[src/irq_vector_pkg.sv]
// shared constants and types for the interrupt and exception vectoring block
package irq_vector_pkg;
	localparam int NUM_EVT = 17;
	localparam int NUM_SOFT = 7;
	localparam int NUM_TRAP = 16;
	localparam int PRIO_W = 4;
	localparam int RANK_W = 5;
	localparam int VEC_W = 16;
	localparam int NUM_EXC = 5;
	// exception sources in vector order: breakpoint, trace, stack overflow, divide, user return
	localparam logic [VEC_W-1:0] VEC_RESET = 16'h0000;
	localparam logic [VEC_W-1:0] VEC_EXC_BASE = 16'h0004;
	localparam logic [VEC_W-1:0] VEC_TRAP_BASE = 16'h0040;
	localparam logic [VEC_W-1:0] VEC_SOFT_BASE = 16'h0100;
	localparam logic [VEC_W-1:0] VEC_SLOT = 16'h0004;
	localparam logic [RANK_W-1:0] RANK_RESET = 5'h00;
	localparam logic [RANK_W-1:0] RANK_EXC = 5'h01;
	localparam logic [RANK_W-1:0] RANK_SOFT = 5'h1f;
	// event source indices
	localparam int EV_EXT0 = 0;
	localparam int EV_TMR0 = 1;
	localparam int EV_EXT1 = 2;
	localparam int EV_TMR1 = 3;
	localparam int EV_TMR2 = 4;
	localparam int EV_CNTA = 5;
	localparam int EV_CONV = 6;
	localparam int EV_S0RX = 7;
	localparam int EV_S0TX = 8;
	localparam int EV_S1RX = 9;
	localparam int EV_S1TX = 10;
	localparam int EV_CCH0 = 11;
	localparam int EV_TWOW = 16;
	localparam int NUM_CCH = 5;
	// vector address of each event source
	localparam logic [VEC_W-1:0] EVT_VEC [NUM_EVT] = '{
		16'h0080, 16'h0084, 16'h0088, 16'h008c, 16'h0090, 16'h0094, 16'h0098,
		16'h00a0, 16'h00a4, 16'h00a8, 16'h00ac,
		16'h00c0, 16'h00c4, 16'h00c8, 16'h00cc, 16'h00d0, 16'h00d4};
	// arbitration rank of each event source
	localparam logic [RANK_W-1:0] EVT_RANK [NUM_EVT] = '{
		5'h02, 5'h03, 5'h04, 5'h05, 5'h06, 5'h07, 5'h08,
		5'h09, 5'h0a, 5'h0b, 5'h0c,
		5'h11, 5'h12, 5'h13, 5'h14, 5'h15, 5'h16};
	// request flags of the event sources
	typedef struct packed {
		logic ext_irq0_flag;
		logic ext_irq1_flag;
		logic timer0_overflow_flag;
		logic timer1_overflow_flag;
		logic timer2_overflow_flag;
		logic timer2_external_flag;
		logic counter_array_overflow_flag;
		logic [NUM_CCH-1:0] counter_channel_flag;
		logic converter_done_flag;
		logic serial0_rx_flag;
		logic serial0_tx_flag;
		logic serial1_rx_flag;
		logic serial1_tx_flag;
		logic twowire_flag;
	} evt_flags_t;
	// enable bits of the event sources
	typedef struct packed {
		logic global_irq_enable;
		logic ext_irq0_enable;
		logic ext_irq1_enable;
		logic timer0_irq_enable;
		logic timer1_irq_enable;
		logic timer2_irq_enable;
		logic counter_array_irq_enable;
		logic [NUM_CCH-1:0] counter_channel_enable;
		logic converter_irq_enable;
		logic serial0_rx_enable;
		logic serial0_tx_enable;
		logic serial1_rx_enable;
		logic serial1_tx_enable;
		logic twowire_irq_enable;
	} evt_enables_t;
	// the granted request handed to the core
	typedef struct packed {
		logic valid;
		logic [VEC_W-1:0] vector;
		logic [RANK_W-1:0] rank;
		logic [PRIO_W-1:0] prio;
	} grant_t;
	typedef enum logic [1:0] {
		PM_RUN = 2'b00,
		PM_IDLE = 2'b01,
		PM_DOWN = 2'b10
	} power_mode_t;
endpackage : irq_vector_pkg

[src/irq_vector_ctrl.sv]
// interrupt and exception arbiter with vector mapping and low-power wake-up
// Notes on behaviour
// - any reset takes vector 0000, rank zero
// - five exceptions at 0004 onward, rank one
// - sixteen traps vector 0040 to 007C, rank one
// - first seven event sources fixed vectors, ranks
// - serial ports vector 00A0 to 00AC, ranks 9-12
// - counter channels 00C0-00D0, two-wire at 00D4
// - four-bit priority per source, two per register except group a register 3, which holds one
// - request needs own flag and own enable
// - timer 2 overflow or external flag requests
// - counter summary plus five separate channel interrupts
// - seven soft interrupts, fixed priority equals index
// - exactly seventeen hardware event sources
// - power-down wakes only on reset or pins
// - pin wake needs enable and priority above mask
// - idle keeps peripherals running to wake core
// - power-down keeps the held grant untouched; the pin synchronisers still run
// - two-wire needs global and own enable
`timescale 1ns/10ps
module irq_vector_ctrl
	import irq_vector_pkg::*;
(
	input wire logic core_clk_i,
	input wire logic rst_i,
	input wire logic reset_event_i,
	input wire logic [NUM_EXC-1:0] exception_req_i,
	input wire logic trap_req_i,
	input wire logic [3:0] trap_num_i,
	input wire evt_flags_t evt_flags_i,
	input wire evt_enables_t evt_enables_i,
	input wire logic [7:0] priority_group_a_i [6],
	input wire logic [7:0] priority_group_b_i [3],
	input wire logic [NUM_SOFT:1] soft_request_i,
	input wire logic [NUM_SOFT:1] soft_enable_i,
	input wire logic [PRIO_W-1:0] exec_priority_mask_i,
	input wire logic ext_irq_pin0_i,
	input wire logic ext_irq_pin1_i,
	input wire logic idle_enter_i,
	input wire logic powerdown_enter_i,
	input wire logic grant_ack_i,
	output grant_t grant_o,
	output power_mode_t power_mode_o,
	output logic osc_run_o,
	output logic core_run_o,
	output logic periph_run_o,
	output logic wake_o
);
	logic [PRIO_W-1:0] evt_prio [NUM_EVT]; // per-source priority fields
	logic [NUM_EVT-1:0] evt_raw; // ungated flag view, one bit per source
	logic [NUM_EVT-1:0] evt_req; // gated event requests
	logic [NUM_EVT-1:0] evt_en; // per-source enable view
	grant_t best; // combinational winner
	grant_t grant_r; // registered grant
	power_mode_t mode_r; // power state
	power_mode_t mode_nxt; // next power state
	logic pin0_s1_r; // pin synchroniser stage one
	logic pin0_s2_r; // pin synchroniser stage two
	logic pin1_s1_r;
	logic pin1_s2_r;
	logic pin_wake; // qualified pin wake-up
	logic evt_wake; // any serviceable request

	// vector slot n above a base, four bytes apart
	function automatic logic [VEC_W-1:0] slot_vec(input logic [VEC_W-1:0] base,
			input logic [VEC_W-1:0] idx);
		slot_vec = base + VEC_W'(idx * VEC_SLOT);
	endfunction : slot_vec

	// true when candidate beats incumbent: higher priority, then lower rank
	function automatic logic beats(input logic [PRIO_W-1:0] cp, input logic [RANK_W-1:0] cr,
			input logic [PRIO_W-1:0] bp, input logic [RANK_W-1:0] br);
		beats = (cp > bp) || ((cp == bp) && (cr < br));
	endfunction : beats

	// nibble fields of the priority registers
	prio_nibble_split u_split (
		.priority_group_a_i(priority_group_a_i),
		.priority_group_b_i(priority_group_b_i),
		.evt_prio_o(evt_prio)
	);

	// enable view, one bit per source, all seventeen
	always_comb begin
		evt_en[EV_EXT0] = evt_enables_i.ext_irq0_enable;
		evt_en[EV_TMR0] = evt_enables_i.timer0_irq_enable;
		evt_en[EV_EXT1] = evt_enables_i.ext_irq1_enable;
		evt_en[EV_TMR1] = evt_enables_i.timer1_irq_enable;
		evt_en[EV_TMR2] = evt_enables_i.timer2_irq_enable;
		evt_en[EV_CNTA] = evt_enables_i.counter_array_irq_enable;
		evt_en[EV_CONV] = evt_enables_i.converter_irq_enable;
		evt_en[EV_S0RX] = evt_enables_i.serial0_rx_enable;
		evt_en[EV_S0TX] = evt_enables_i.serial0_tx_enable;
		evt_en[EV_S1RX] = evt_enables_i.serial1_rx_enable;
		evt_en[EV_S1TX] = evt_enables_i.serial1_tx_enable;
		for (int i = 0; i < NUM_CCH; i++) begin
			evt_en[EV_CCH0+i] = evt_enables_i.counter_channel_enable[i];
		end
		// two-wire also needs the global enable
		evt_en[EV_TWOW] = evt_enables_i.twowire_irq_enable
			&& evt_enables_i.global_irq_enable;
	end

	// flag view in source order; gating happens below
	always_comb begin
		evt_raw[EV_EXT0] = evt_flags_i.ext_irq0_flag;
		evt_raw[EV_TMR0] = evt_flags_i.timer0_overflow_flag;
		evt_raw[EV_EXT1] = evt_flags_i.ext_irq1_flag;
		evt_raw[EV_TMR1] = evt_flags_i.timer1_overflow_flag;
		// one vector and one enable for both timer 2 causes
		evt_raw[EV_TMR2] = evt_flags_i.timer2_overflow_flag
			|| evt_flags_i.timer2_external_flag;
		// summary sees every channel flag plus the counter overflow
		evt_raw[EV_CNTA] = (|evt_flags_i.counter_channel_flag)
			|| evt_flags_i.counter_array_overflow_flag;
		evt_raw[EV_CONV] = evt_flags_i.converter_done_flag;
		evt_raw[EV_S0RX] = evt_flags_i.serial0_rx_flag;
		evt_raw[EV_S0TX] = evt_flags_i.serial0_tx_flag;
		evt_raw[EV_S1RX] = evt_flags_i.serial1_rx_flag;
		evt_raw[EV_S1TX] = evt_flags_i.serial1_tx_flag;
		for (int i = 0; i < NUM_CCH; i++) begin
			evt_raw[EV_CCH0+i] = evt_flags_i.counter_channel_flag[i];
		end
		evt_raw[EV_TWOW] = evt_flags_i.twowire_flag;
	end

	// flag and enable together make a request
	assign evt_req = evt_raw & evt_en;

	// arbiter: resets first, then exceptions and traps, then events by priority
	always_comb begin
		best = '0;
		if (reset_event_i) begin
			best.valid = 1'b1;
			best.vector = VEC_RESET;
			best.rank = RANK_RESET;
		end else if (|exception_req_i) begin
			best.valid = 1'b1;
			best.rank = RANK_EXC;
			// lowest slot of the pending set wins within the shared rank
			for (int i = NUM_EXC - 1; i >= 0; i--) begin
				if (exception_req_i[i]) begin
					best.vector = slot_vec(VEC_EXC_BASE, VEC_W'(i));
				end
			end
		end else if (trap_req_i) begin
			best.valid = 1'b1;
			best.rank = RANK_EXC;
			best.vector = slot_vec(VEC_TRAP_BASE, VEC_W'(trap_num_i));
		end else begin
			best.rank = RANK_SOFT;
			// events must beat the execution mask to be taken
			best.prio = exec_priority_mask_i;
			// ascending scan with strict beat keeps the lowest rank on ties
			for (int i = 0; i < NUM_EVT; i++) begin
				// strict compare with the mask; a tie with the mask must not win on rank
				if (evt_req[i] && (evt_prio[i] > exec_priority_mask_i)
						&& beats(evt_prio[i], EVT_RANK[i], best.prio, best.rank)) begin
					best.valid = 1'b1;
					best.vector = EVT_VEC[i];
					best.rank = EVT_RANK[i];
					best.prio = evt_prio[i];
				end
			end
			for (int s = 1; s <= NUM_SOFT; s++) begin
				if (soft_request_i[s] && soft_enable_i[s]
						&& (PRIO_W'(s) > exec_priority_mask_i)
						&& beats(PRIO_W'(s), RANK_SOFT, best.prio, best.rank)) begin
					best.valid = 1'b1;
					best.vector = slot_vec(VEC_SOFT_BASE, VEC_W'(s - 1));
					best.rank = RANK_SOFT;
					best.prio = PRIO_W'(s);
				end
			end
		end
	end

	// grant register: held until the core acknowledges, frozen in power-down
	always_ff @(posedge core_clk_i or posedge rst_i) begin
		if (rst_i) begin
			grant_r <= '0;
		end else if (mode_r == PM_DOWN) begin
			grant_r <= grant_r;
		end else if (!grant_r.valid || grant_ack_i) begin
			grant_r <= best;
		end
	end

	// external pins cross into the core clock through two flops
	always_ff @(posedge core_clk_i or posedge rst_i) begin
		if (rst_i) begin
			pin0_s1_r <= 1'b0;
			pin0_s2_r <= 1'b0;
			pin1_s1_r <= 1'b0;
			pin1_s2_r <= 1'b0;
		end else begin
			pin0_s1_r <= ext_irq_pin0_i;
			pin0_s2_r <= pin0_s1_r;
			pin1_s1_r <= ext_irq_pin1_i;
			pin1_s2_r <= pin1_s1_r;
		end
	end

	// pin wake qualified by enable and priority above the mask
	assign pin_wake = (pin0_s2_r && evt_enables_i.ext_irq0_enable
			&& (evt_prio[EV_EXT0] > exec_priority_mask_i))
		|| (pin1_s2_r && evt_enables_i.ext_irq1_enable
			&& (evt_prio[EV_EXT1] > exec_priority_mask_i));
	assign evt_wake = best.valid;

	// power mode next state; reset wakes through rst_i and reset_event_i
	always_comb begin
		mode_nxt = mode_r;
		case (mode_r)
			PM_RUN: begin
				if (powerdown_enter_i) begin
					mode_nxt = PM_DOWN;
				end else if (idle_enter_i) begin
					mode_nxt = PM_IDLE;
				end
			end
			PM_IDLE: begin
				// live peripherals may raise any request
				if (evt_wake) begin
					mode_nxt = PM_RUN;
				end
			end
			PM_DOWN: begin
				// only the pins or a reset; other flags cannot move with the clock stopped
				if (pin_wake || reset_event_i) begin
					mode_nxt = PM_RUN;
				end
			end
			default: begin
				mode_nxt = PM_RUN;
			end
		endcase
	end

	// power mode register
	always_ff @(posedge core_clk_i or posedge rst_i) begin
		if (rst_i) begin
			mode_r <= PM_RUN;
		end else begin
			mode_r <= mode_nxt;
		end
	end

	// outputs; the wake detector itself stays on the unstopped clock, a limitation
	assign grant_o = grant_r;
	assign power_mode_o = mode_r;
	assign osc_run_o = (mode_r != PM_DOWN);
	assign core_run_o = (mode_r == PM_RUN);
	assign periph_run_o = (mode_r != PM_DOWN);
	assign wake_o = (mode_r != PM_RUN) && (mode_nxt == PM_RUN);
endmodule : irq_vector_ctrl

[src/prio_nibble_split.sv]
// splits the packed priority registers into one field per event source
`timescale 1ns/10ps
module prio_nibble_split
	import irq_vector_pkg::*;
(
	input wire logic [7:0] priority_group_a_i [6],
	input wire logic [7:0] priority_group_b_i [3],
	output logic [PRIO_W-1:0] evt_prio_o [NUM_EVT]
);
	// two fields per register except group a register 3 (converter only), low nibble first
	always_comb begin
		evt_prio_o[EV_EXT0] = priority_group_a_i[0][3:0];
		evt_prio_o[EV_TMR0] = priority_group_a_i[0][7:4];
		evt_prio_o[EV_EXT1] = priority_group_a_i[1][3:0];
		evt_prio_o[EV_TMR1] = priority_group_a_i[1][7:4];
		evt_prio_o[EV_TMR2] = priority_group_a_i[2][3:0];
		evt_prio_o[EV_CNTA] = priority_group_a_i[2][7:4];
		evt_prio_o[EV_CONV] = priority_group_a_i[3][3:0];
		evt_prio_o[EV_S0RX] = priority_group_a_i[4][3:0];
		evt_prio_o[EV_S0TX] = priority_group_a_i[4][7:4];
		evt_prio_o[EV_S1RX] = priority_group_a_i[5][3:0];
		evt_prio_o[EV_S1TX] = priority_group_a_i[5][7:4];
		evt_prio_o[EV_CCH0] = priority_group_b_i[0][3:0];
		evt_prio_o[EV_CCH0+1] = priority_group_b_i[0][7:4];
		evt_prio_o[EV_CCH0+2] = priority_group_b_i[1][3:0];
		evt_prio_o[EV_CCH0+3] = priority_group_b_i[1][7:4];
		evt_prio_o[EV_CCH0+4] = priority_group_b_i[2][3:0];
		evt_prio_o[EV_TWOW] = priority_group_b_i[2][7:4];
	end
endmodule : prio_nibble_split

[config.mk]
export PLATFORM = sky130hd
export DESIGN_NAME = irq_vector_ctrl
export DESIGN_NICKNAME = d
export VERILOG_FILES = /design/src/irq_vector_pkg.sv /design/src/irq_vector_ctrl.sv /design/src/prio_nibble_split.sv
export SDC_FILE = /design/constraint.sdc
export NUM_CORES = 1
export LEC_CHECK = 0
export ABC_AREA = 1
export BUFFER_PORTS_ARGS = -buffer_cell sky130_fd_sc_hd__buf_2
export CORE_UTILIZATION = 30
export CTS_BUF_LIST = sky130_fd_sc_hd__clkbuf_16
export DETAILED_ROUTE_END_ITERATION = 10
export PLACE_DENSITY_LB_ADDON = 0.1
export SLEW_MARGIN = 20
export SYNTH_ARGS = -nofsm -noshare
export SYNTH_HDL_FRONTEND = slang
export SYNTH_HIERARCHICAL = 1
export SYNTH_SLANG_ARGS = --single-unit
[constraint.sdc]
create_clock -name core_clk_i -period 30.9 [get_ports core_clk_i]
set_clock_uncertainty 0.05 [all_clocks]
set_input_delay 4.635 -clock core_clk_i [delete_from_list [all_inputs] [get_ports core_clk_i]]
set_output_delay 4.635 -clock core_clk_i [all_outputs]
set_load 0.03 [all_outputs]
* Word-level counts from Yosys, hierarchy flattened
Index checks and enable logic that the tools add are counted.
** Storage, ports and cells
- Logic and storage cells :: 338
- Bits in registers :: 32
- Bits in read-only memories :: 0
- Bits in latches :: 0
- Memories :: 0
- Memory bits (writable) :: 0
** Operators by class
- Bitwise logic cells :: 2
- Add/subtract/negate cells :: 1
- Magnitude comparators :: 70
- Multipliers :: 0
- Reduce and logical (&&, ||, !) cells :: 120
- Mux-type cells :: 109
- Div/mod/pow operators :: 0
- Eq/ne operators :: 27
- Shifts and indexed selects :: 0
** Operators with widths (count)
- 26-bit 2-to-1 mux :: 93
- 4-bit > comparator :: 33
- 1-bit logical AND :: 84
- 4-bit equality test :: 17
- 22-bit 2-to-1 mux :: 3
- 5-bit < comparator, first input constant :: 13
- 16-bit 2-to-1 mux :: 4
- 3-bit by 4-bit > comparator with 1-bit output, first input constant :: 8
- 1-bit logical OR :: 29
- 4-bit by 5-bit < comparator with 1-bit output, first input constant :: 5
- 3-bit by 5-bit < comparator with 1-bit output, first input constant :: 4
- 17-bit bitwise AND :: 1
- 3-bit by 4-bit equality test with 1-bit output, first input constant :: 4
- 2-bit by 4-bit > comparator with 1-bit output, first input constant :: 4
- 4-bit 2-to-1 mux :: 3
- 5-bit OR reduction :: 2
- 7-bit by 6-bit adder with 8-bit output, first input constant :: 1
- 2-bit by 4-bit equality test with 1-bit output, first input constant :: 2
- 1-bit by 4-bit > comparator with 1-bit output, first input constant :: 2
- 2-bit 2-to-1 mux :: 4
- 2-bit one-hot mux with 3 select lines :: 1
- 2-bit by 5-bit < comparator with 1-bit output, first input constant :: 1
- 5-bit 2-to-1 mux :: 1
- 1-bit by 4-bit equality test with 1-bit output, first input constant :: 1
- other kinds (8) :: 9

* Depth between registers and ports, before layout
Gate-level depths: netlist of the first run.
- Word-level depth :: 197
- Gate-level depth with buffers :: 187

* Hierarchy
Netlist of the first run, hierarchy kept.
** By module, submodules not included
- irq_vector_ctrl :: cells an instance 1016, area an instance 6451.2 um^2, instances 1
- prio_nibble_split :: cells an instance 68, area an instance 510.5 um^2, instances 1

* Worst setup path before layout of the first run
No wires, ideal clock.
- Kind :: input port to output port
- From :: input port exec_priority_mask_i[3]
- To :: output port wake_o
- Slack :: 2281 ps
- Required time :: 26215 ps
- Arrival :: 23934 ps
- Stages on the path :: 163
- Cells stage by stage :: inv_1 > ha_1 > nand2_1 > inv_2 > nand3_2 > nand3_2 > buf_4 > nand2_1 > o21ai_0 > ha_1 > nand2_1 > or2_0 > nor2_2 > nor2_4 > nand2_4 > nand2_1 > o21ai_0 > ha_1 > [... 127 more ...] > o211ai_1 > nand3_1 > nand3_1 > a21oi_1 > nand3b_1 > nand2_4 > nand2_1 > inv_2 > nand2_1 > nand2_1 > nand2_1 > nand2_1 > nand2_1 > nand2_1 > nand2_4 > nand4_1 > nand2_1 > a21oi_1
** On the way
- Cells in the longest elaborated chain, start to end :: 195
- Elaborated cells on any way between the ends :: 294
** RTL lines
- start, declared :: RTL line irq_vector_ctrl.sv:36 : input wire logic [PRIO_W-1:0] exec_priority_mask_i,
- 4-bit > comparator / 4-bit equality test (equally long branches) :: RTL line irq_vector_ctrl.sv:73, irq_vector_ctrl.sv:157, irq_vector_ctrl.sv:206
- 1-bit logical AND / 1-bit logical OR (equally long branches) :: RTL line irq_vector_ctrl.sv:157, irq_vector_ctrl.sv:73
- 1-bit logical AND :: RTL line irq_vector_ctrl.sv:158 : && beats(evt_prio[i], EVT_RANK[i], best.prio, best.rank)) begin
- 26-bit 2-to-1 mux :: RTL line irq_vector_ctrl.sv:157 : if (evt_req[i] && (evt_prio[i] > exec_priority_mask_i)
- 26-bit 2-to-1 mux :: RTL line irq_vector_ctrl.sv:146 : end else if (trap_req_i) begin
- 26-bit 2-to-1 mux :: RTL line irq_vector_ctrl.sv:137 : end else if (|exception_req_i) begin
- 26-bit 2-to-1 mux :: RTL line irq_vector_ctrl.sv:133 : if (reset_event_i) begin
- 2-bit by 5-bit < comparator with 1-bit output / 4-bit equality test (equally long branches) :: RTL line irq_vector_ctrl.sv:73 : beats = (cp > bp) || ((cp == bp) && (cr < br));
- [... 179 more ...]
- 26-bit 2-to-1 mux :: RTL line irq_vector_ctrl.sv:166 : if (soft_request_i[s] && soft_enable_i[s]
- 22-bit 2-to-1 mux :: RTL line irq_vector_ctrl.sv:146
- 22-bit 2-to-1 mux :: RTL line irq_vector_ctrl.sv:137
- 22-bit 2-to-1 mux :: RTL line irq_vector_ctrl.sv:133
- 2-bit 2-to-1 mux :: RTL line irq_vector_ctrl.sv:224 : if (evt_wake) begin
- 2-bit one-hot mux with 3 select lines * :: RTL line irq_vector_ctrl.sv:214 : case (mode_r)
- 2-bit zero test * :: RTL line irq_vector_ctrl.sv:255 : assign wake_o = (mode_r != PM_RUN) && (mode_nxt == PM_RUN);
- 1-bit logical AND * :: RTL line irq_vector_ctrl.sv:255
- end, declared :: RTL line irq_vector_ctrl.sv:47 : output logic wake_o
Mark *: on every way between the ends. The rest lies on a longest branch, timed or not. The select of a mux whose other input is x is not followed.

* Worst setup path after layout of the first run
- From :: input port exec_priority_mask_i[1]
- To :: output port wake_o
The elaborated chain is that of the path after synthesis.

==> impl_metrics.ini, run 1 <==
[drt]
antenna_left = 0
drt_iter0_markers = 232
vias = 7070
vias_per_cell = 4.66
drtPass1Iterations = 6
postRouteWirelength_mm = 20.5
drt-wirelength-per-cell_um = 13.6
drc_errors = 0

[synth]
synth_top_area_share_pct = 21.2
netlist_top_cells_area = ha_1 (21%), nand2_1 (13%), buf_4 (8.8%)
synth_seq_cells = 23
syn_area_sq_um = 6960
synth_edf_count = 0
ys_seq_area_share_pct = 8.27
syn_area_per_cell_sq_um = 6.42
yosysMostFrequentCell = nand2_1
synthFlopType = dfrtp_1
yosysTopAreaCell = ha_1
synth_warnings = 6
synthDistinctLibCells = 48
async_reset_ff_share_pct = 100
netlist_instances = 1084
yosys-top-cells-count = nand2_1 (236), inv_1 (150), ha_1 (118)

[timing]
period_share_pct = 92.8
setup_violations = 0
period_needed_ps = 28690
finalHoldViolCount = 0
worst_slew_pin_slew_ps = 917
max_slew_margin_pct = 38.8
fmax_ghz = 0.0349
fin_hold_ws_ps = 298
fin_tns_setup_ps = 0
maxSlewViolCount = 0

[setup_path]
critPathCaptureType = output pin
max_stage_delay_ps = 370
cp.required_ps = 26220
crit_path_frequent_cell = nand2_1
crit_type = in -> out
worst-path-max-fanout = 12
startpoint_type = input pin
crit_arrival_ps = 24000
slowest_stage = a2111oi_2

[grt]
grt_pass1_wl_mm = 33.4
grt_max_degree = 24
grt_overflow = 0
track_usage_pct = 17.2
antenna_found_initial = 0
grt_pass1_vias = 6637

[cts]
cts_hold_buf = 0
tritoncts = yes
clock-root-buffer = clkbuf_16
insertion_delay_ps = 250
clkTransAtPathRegs_ps = 60
htreeDepth = 1
cts_buffer_depth = 2
cts_inserted_buffers = 3
clkSinkCount = 23

[job]
max_cap_violations = 0

[finish]
nets = 1493
fillers = 2547
layout-drive-gt1-share_pct = 26.0
utilization_pct = 35.7
area_growth_pct = 16.3

[status]
outcome = finished, final reports clean

[power_and_ir_drop]
power.density_nw_per_um2 = 48.4
cellLeakagePower_uw = 0.00469
ir_drop_mv = 0.0267

[place]
numPortBuffers = 162
dp_hpwl_mm = 17.3
gp_congestion = 0.787

[die]
die_h_um = 154
die_x_um = 154
io_pins = 176
initial_core_util_pct = 30.7
core_sq_um = 22700
rows = 55
dieArea_sq_um = 23800

[worst_hold_path]
hp-class = reg -> reg
-- through the flow --
| step | total power (uW) | area, sq um | setup slack [ps] | std cells |
|---|---|---|---|---|
| after floorplan | 266 | 6990 | 2280 | 1092 |
| after global placement | 358 | 7880 | 785 | 1503 |
| after detailed placement | 359 | 7880 | 783 | 1503 |
| after CTS | 389 | 7960 | 694 | 1507 |
| after global routing | 444 | 8090 | -20.0 | 1515 |
| final | 392 | 8100 | 2210 | 1516 |
-- cell usage in the layout, fill, tap and decap left out, drive strengths merged, types with 2 or more instances in the layout --
cell,synthesis,layout
o21bai,11,11
nand4,43,43
conb,1,9
ha,118,118
a31oi,4,4
o211ai,12,12
a22o,2,2
o2111ai,9,9
or2,2,2
a21oi,62,62
dfrtp,23,23
nand3b,5,5
nor4,2,2
nand3,95,95
inv,156,157
nor2,76,76
a211oi,4,4
clkbuf,1,4
buf,90,225
nor3,6,6
o21ai,73,73
nand2,278,278
-- cell families (layout without fill, tap and decap cells) --
group | after synthesis | count (layout) | synth area share (%)
other | 1 | 10 | 0.0539
adders and majority gates | 118 | 118 | 21.2
and+or+nand+nor | 508 | 508 | 36.1
buffers and inverters | 248 | 386 | 18.7
AOI/OAI and AO/OA | 186 | 186 | 15.7
DFF | 23 | 23 | 8.27
-- flip-flops by register name, summed over array words and instances, names as in the netlist --
signal / cells
grant_o: 17
pin0_s1_r: 1
pin1_s1_r: 1
pin1_s2_r: 1
power_mode_o: 2
pin0_s2_r: 1
-- area by class of cell --
class | count | area (sq um) | share of cell area, %
clock buffer | 3 | 75.1 | 0.927
tap | 285 | 357 | 4.40
antenna | 1 | 2.50 | 0.0309
timing repair buffer | 226 | 1310 | 16.1
multi-input combinational | 821 | 5190 | 64.1
inverter | 156 | 586 | 7.23
sequential | 23 | 576 | 7.11
clock inverter | 1 | 3.75 | 0.0464
-- metal layers --
metal  vias up  wire (um)  part of all wire [%]  global-route usage [%]
li1       3881          -                     -                       -
met3         6        572                   2.8                   0.953
met5         -          0                     0                       0
met4         0        108                  0.53                    1.60
met2       119       9090                    44                    29.2
met1      3064      10800                    52                    24.6
-- what timing repair did --
item                       4_1_cts  5_1_grt
setup endpoints to repair        0        1
resized for setup                0       38
setup buffers                    0        8
-- where the power goes --
| part | leakage, uW | total, uW | internal, uW | switching, uW |
|---|---|---|---|---|
| Clock | 0.0000423 | 27.6 | 17.3 | 10.3 |
| Sequential | 0.000300 | 36.3 | 33.7 | 2.63 |
| Combinational | 0.00434 | 328 | 135 | 194 |
-- critical path, delay by kind of cell --
family / cells / cell delay, ps
adders and majority gates: 17 / 5020
and+or+nand+nor: 94 / 9150
buffers and inverters: 13 / 1110
AOI/OAI and AO/OA: 29 / 4020
-- path summary, 6_finish.rpt --
check | startpoint | end | slack (ps) | depth (start not counted)
min in group asynchronous | rst_i | grant_o[12]$_DFFE_PP0P_ | 4530 | 2
max in group asynchronous | rst_i | pin0_s1_r$_DFF_PP0_ | 25710 | 2
worst min register to register | pin0_s1_r$_DFF_PP0_ | pin0_s2_r$_DFF_PP0_ | 300 | 0
worst min-delay path | pin0_s1_r$_DFF_PP0_ | pin0_s2_r$_DFF_PP0_ | 300 | 0
worst max-delay path | exec_priority_mask_i[1] | wake_o | 2210 | 153
worst max register to register | power_mode_o[1]$_DFF_PP0_ | grant_o[5]$_DFFE_PP0P_ | 28680 | 10
(Power assumes the default switching activity.)
==> run 2, diff against run 1 <==
--- a/config.mk
+++ b/config.mk
@@ -11,6 +11,7 @@
 export CTS_BUF_LIST = sky130_fd_sc_hd__clkbuf_16
 export DETAILED_ROUTE_END_ITERATION = 10
 export PLACE_DENSITY_LB_ADDON = 0.1
+export RECOVER_POWER = 100
 export SLEW_MARGIN = 20
 export SYNTH_ARGS = -nofsm -noshare
 export SYNTH_HDL_FRONTEND = slang
==> run 2 against run 1 <==
Count of clock-buffer cells in the layout stayed put. Largest cell class unchanged. Combinational power about the same. Critical path type unchanged. Worst hold slack about the same. Die area stayed put. Via count about the same.
==> impl_metrics.ini, run 2 (same netlist as run 1, synthesis figures left out) <==
[status]
outcome = finished, final reports clean

[setup_path]
crit_buf_inv = 13
crit_arrival_ps = 24000
slowest_stage = a2111oi_2
critPathCaptureType = output pin
crit_path_frequent_cell = nand2_1
worst-path-max-fanout = 12
crit_type = in -> out
critPathTopFamily = simple AND/OR/NAND/NOR gates
max_stage_delay_ps = 370
startpoint_type = input pin
cp.required_ps = 26220

[cts]
insertion_delay_ps = 250
tritoncts = yes
cts_buffer_depth = 2
clkTransAtPathRegs_ps = 60
htreeDepth = 1
cts_inserted_buffers = 3
clkSinkCount = 23
clock-root-buffer = clkbuf_16

[drt]
drt-wirelength-per-cell_um = 13.6
drt_iter0_markers = 220
drtPass1Iterations = 5
vias_per_cell = 4.67
postRouteWirelength_mm = 20.6
vias = 7069
drc_errors = 0
antenna_left = 0

[place]
numPortBuffers = 162
dp_hpwl_mm = 17.3
gp_congestion = 0.787

[power_and_ir_drop]
power.density_nw_per_um2 = 48.4
power_frac_seq_pct = 9.3
p_int_uw = 184
switching_power_uw = 207
clockPowerShare_pct = 7.0
finalPower_uw = 391
ir_drop_mv = 0.0252
cellLeakagePower_uw = 0.00460
sw_frac_of_total_pct = 52.9
combPwrFrac_pct = 83.6

[finish]
multi_input_area_sq_um = 5190
area.sequential_sq_um = 576
largest_register_ffs = 17
layout-drive-gt1-share_pct = 24.2
utilization_pct = 35.5
layout_commonest_cell = nand2_1
n_antenna_cell = 0
area_growth_pct = 15.9
nets = 1493
final_cell_mix = nand2_1 (236), inv_1 (151), buf_2 (139), ha_1 (118), nand3_1 (71)
fillers = 2554

[die]
core_sq_um = 22700
io_pins = 176
initial_core_util_pct = 30.7
die_x_um = 154
rows = 55
dieArea_sq_um = 23800
die_h_um = 154

[timing]
maxSlewViolCount = 0
fin_tns_setup_ps = 0
period_needed_ps = 28680
setup_violations = 0
period_share_pct = 92.8
fin_hold_ws_ps = 298
worst_slew_pin_slew_ps = 895
max_slew_margin_pct = 40.2
fmax_ghz = 0.0349
finalHoldViolCount = 0

[grt]
track_usage_pct = 17.2
grt_overflow = 0
grt_max_degree = 24
grt_pass1_wl_mm = 33.4
antenna_found_initial = 0
grt_pass1_vias = 6637

[job]
max_cap_violations = 0

[worst_hold_path]
hp-class = reg -> reg
run 2: cell types whose count changed in the layout (fill, tap and decap cells not counted):
cell | previous run | this run
clkbuf_1 | 0 | 22
buf_2 | 161 | 139
diode_2 | 1 | 0
run 2: metrics by stage:
stage	instance area [sq um]	cells	setup WS, ps
after floorplan	6990	1092	2280
after global placement	7880	1503	785
after detailed placement	7880	1503	783
after CTS	7960	1507	694
after global routing	8070	1515	-20.0
final	8070	1515	2220
run 2: worst register-to-register path: stages, from the launching register on:
cell and delay (ps):
dfrtp_1 400, inv_1 70, nor2_1 30, inv_1 110, o21ai_1 80, buf_4 210, nor2_1 200, inv_1 120
nor2_1 510, inv_1 170, o211ai_1 200
run 2: layout make-up:
type / instances / area share [%]
Clock inverter: 1 / 0.0465
Tap cell: 285 / 4.42
Inverter: 156 / 7.26
Sequential cell: 23 / 7.14
Clock buffer: 3 / 0.931
Multi-Input combinational cell: 821 / 64.4
Timing Repair Buffer: 226 / 15.9
run 2: timing repair:
item	CTS	global route
buffers inserted	0	8
endpoints found under the setup margin	0	1
hold buffers	0	0
gates resized for setup	0	38
run 2: power by group through the flow:
stage / clock [uW] / combinational, uW / sequential [uW]
floorplan: 0 / 222 / 43.3
global placement: 0 / 322 / 36.7
detailed placement: 0 / 322 / 36.8
CTS: 28.4 / 324 / 36.3
global route: 29.4 / 376 / 36.8
finish: 27.5 / 327 / 36.4
run 2: path summary, 6_finish.rpt:
kind                                           start                         to  slack (ps)  cells after the start
max in group asynchronous                      rst_i        pin0_s2_r$_DFF_PP0_       25730                      2
min reg2reg                      pin0_s1_r$_DFF_PP0_        pin0_s2_r$_DFF_PP0_         300                      0
min in group asynchronous                      rst_i  power_mode_o[1]$_DFF_PP0_        4520                      2
min                              pin0_s1_r$_DFF_PP0_        pin0_s2_r$_DFF_PP0_         300                      0
max                          exec_priority_mask_i[1]                     wake_o        2220                    150
max reg2reg                power_mode_o[1]$_DFF_PP0_     grant_o[5]$_DFFE_PP0P_       28670                     10
run 2: layer usage:
| layer | share of wire [%] | global-route usage [%] | routed length, um |
|---|---|---|---|
| met2 | 44 | 29.2 | 9050 |
| met1 | 52 | 24.6 | 10800 |
| met4 | 0.53 | 1.60 | 108 |
| met3 | 3.1 | 0.953 | 638 |
| met5 | 0 | 0 | 0 |
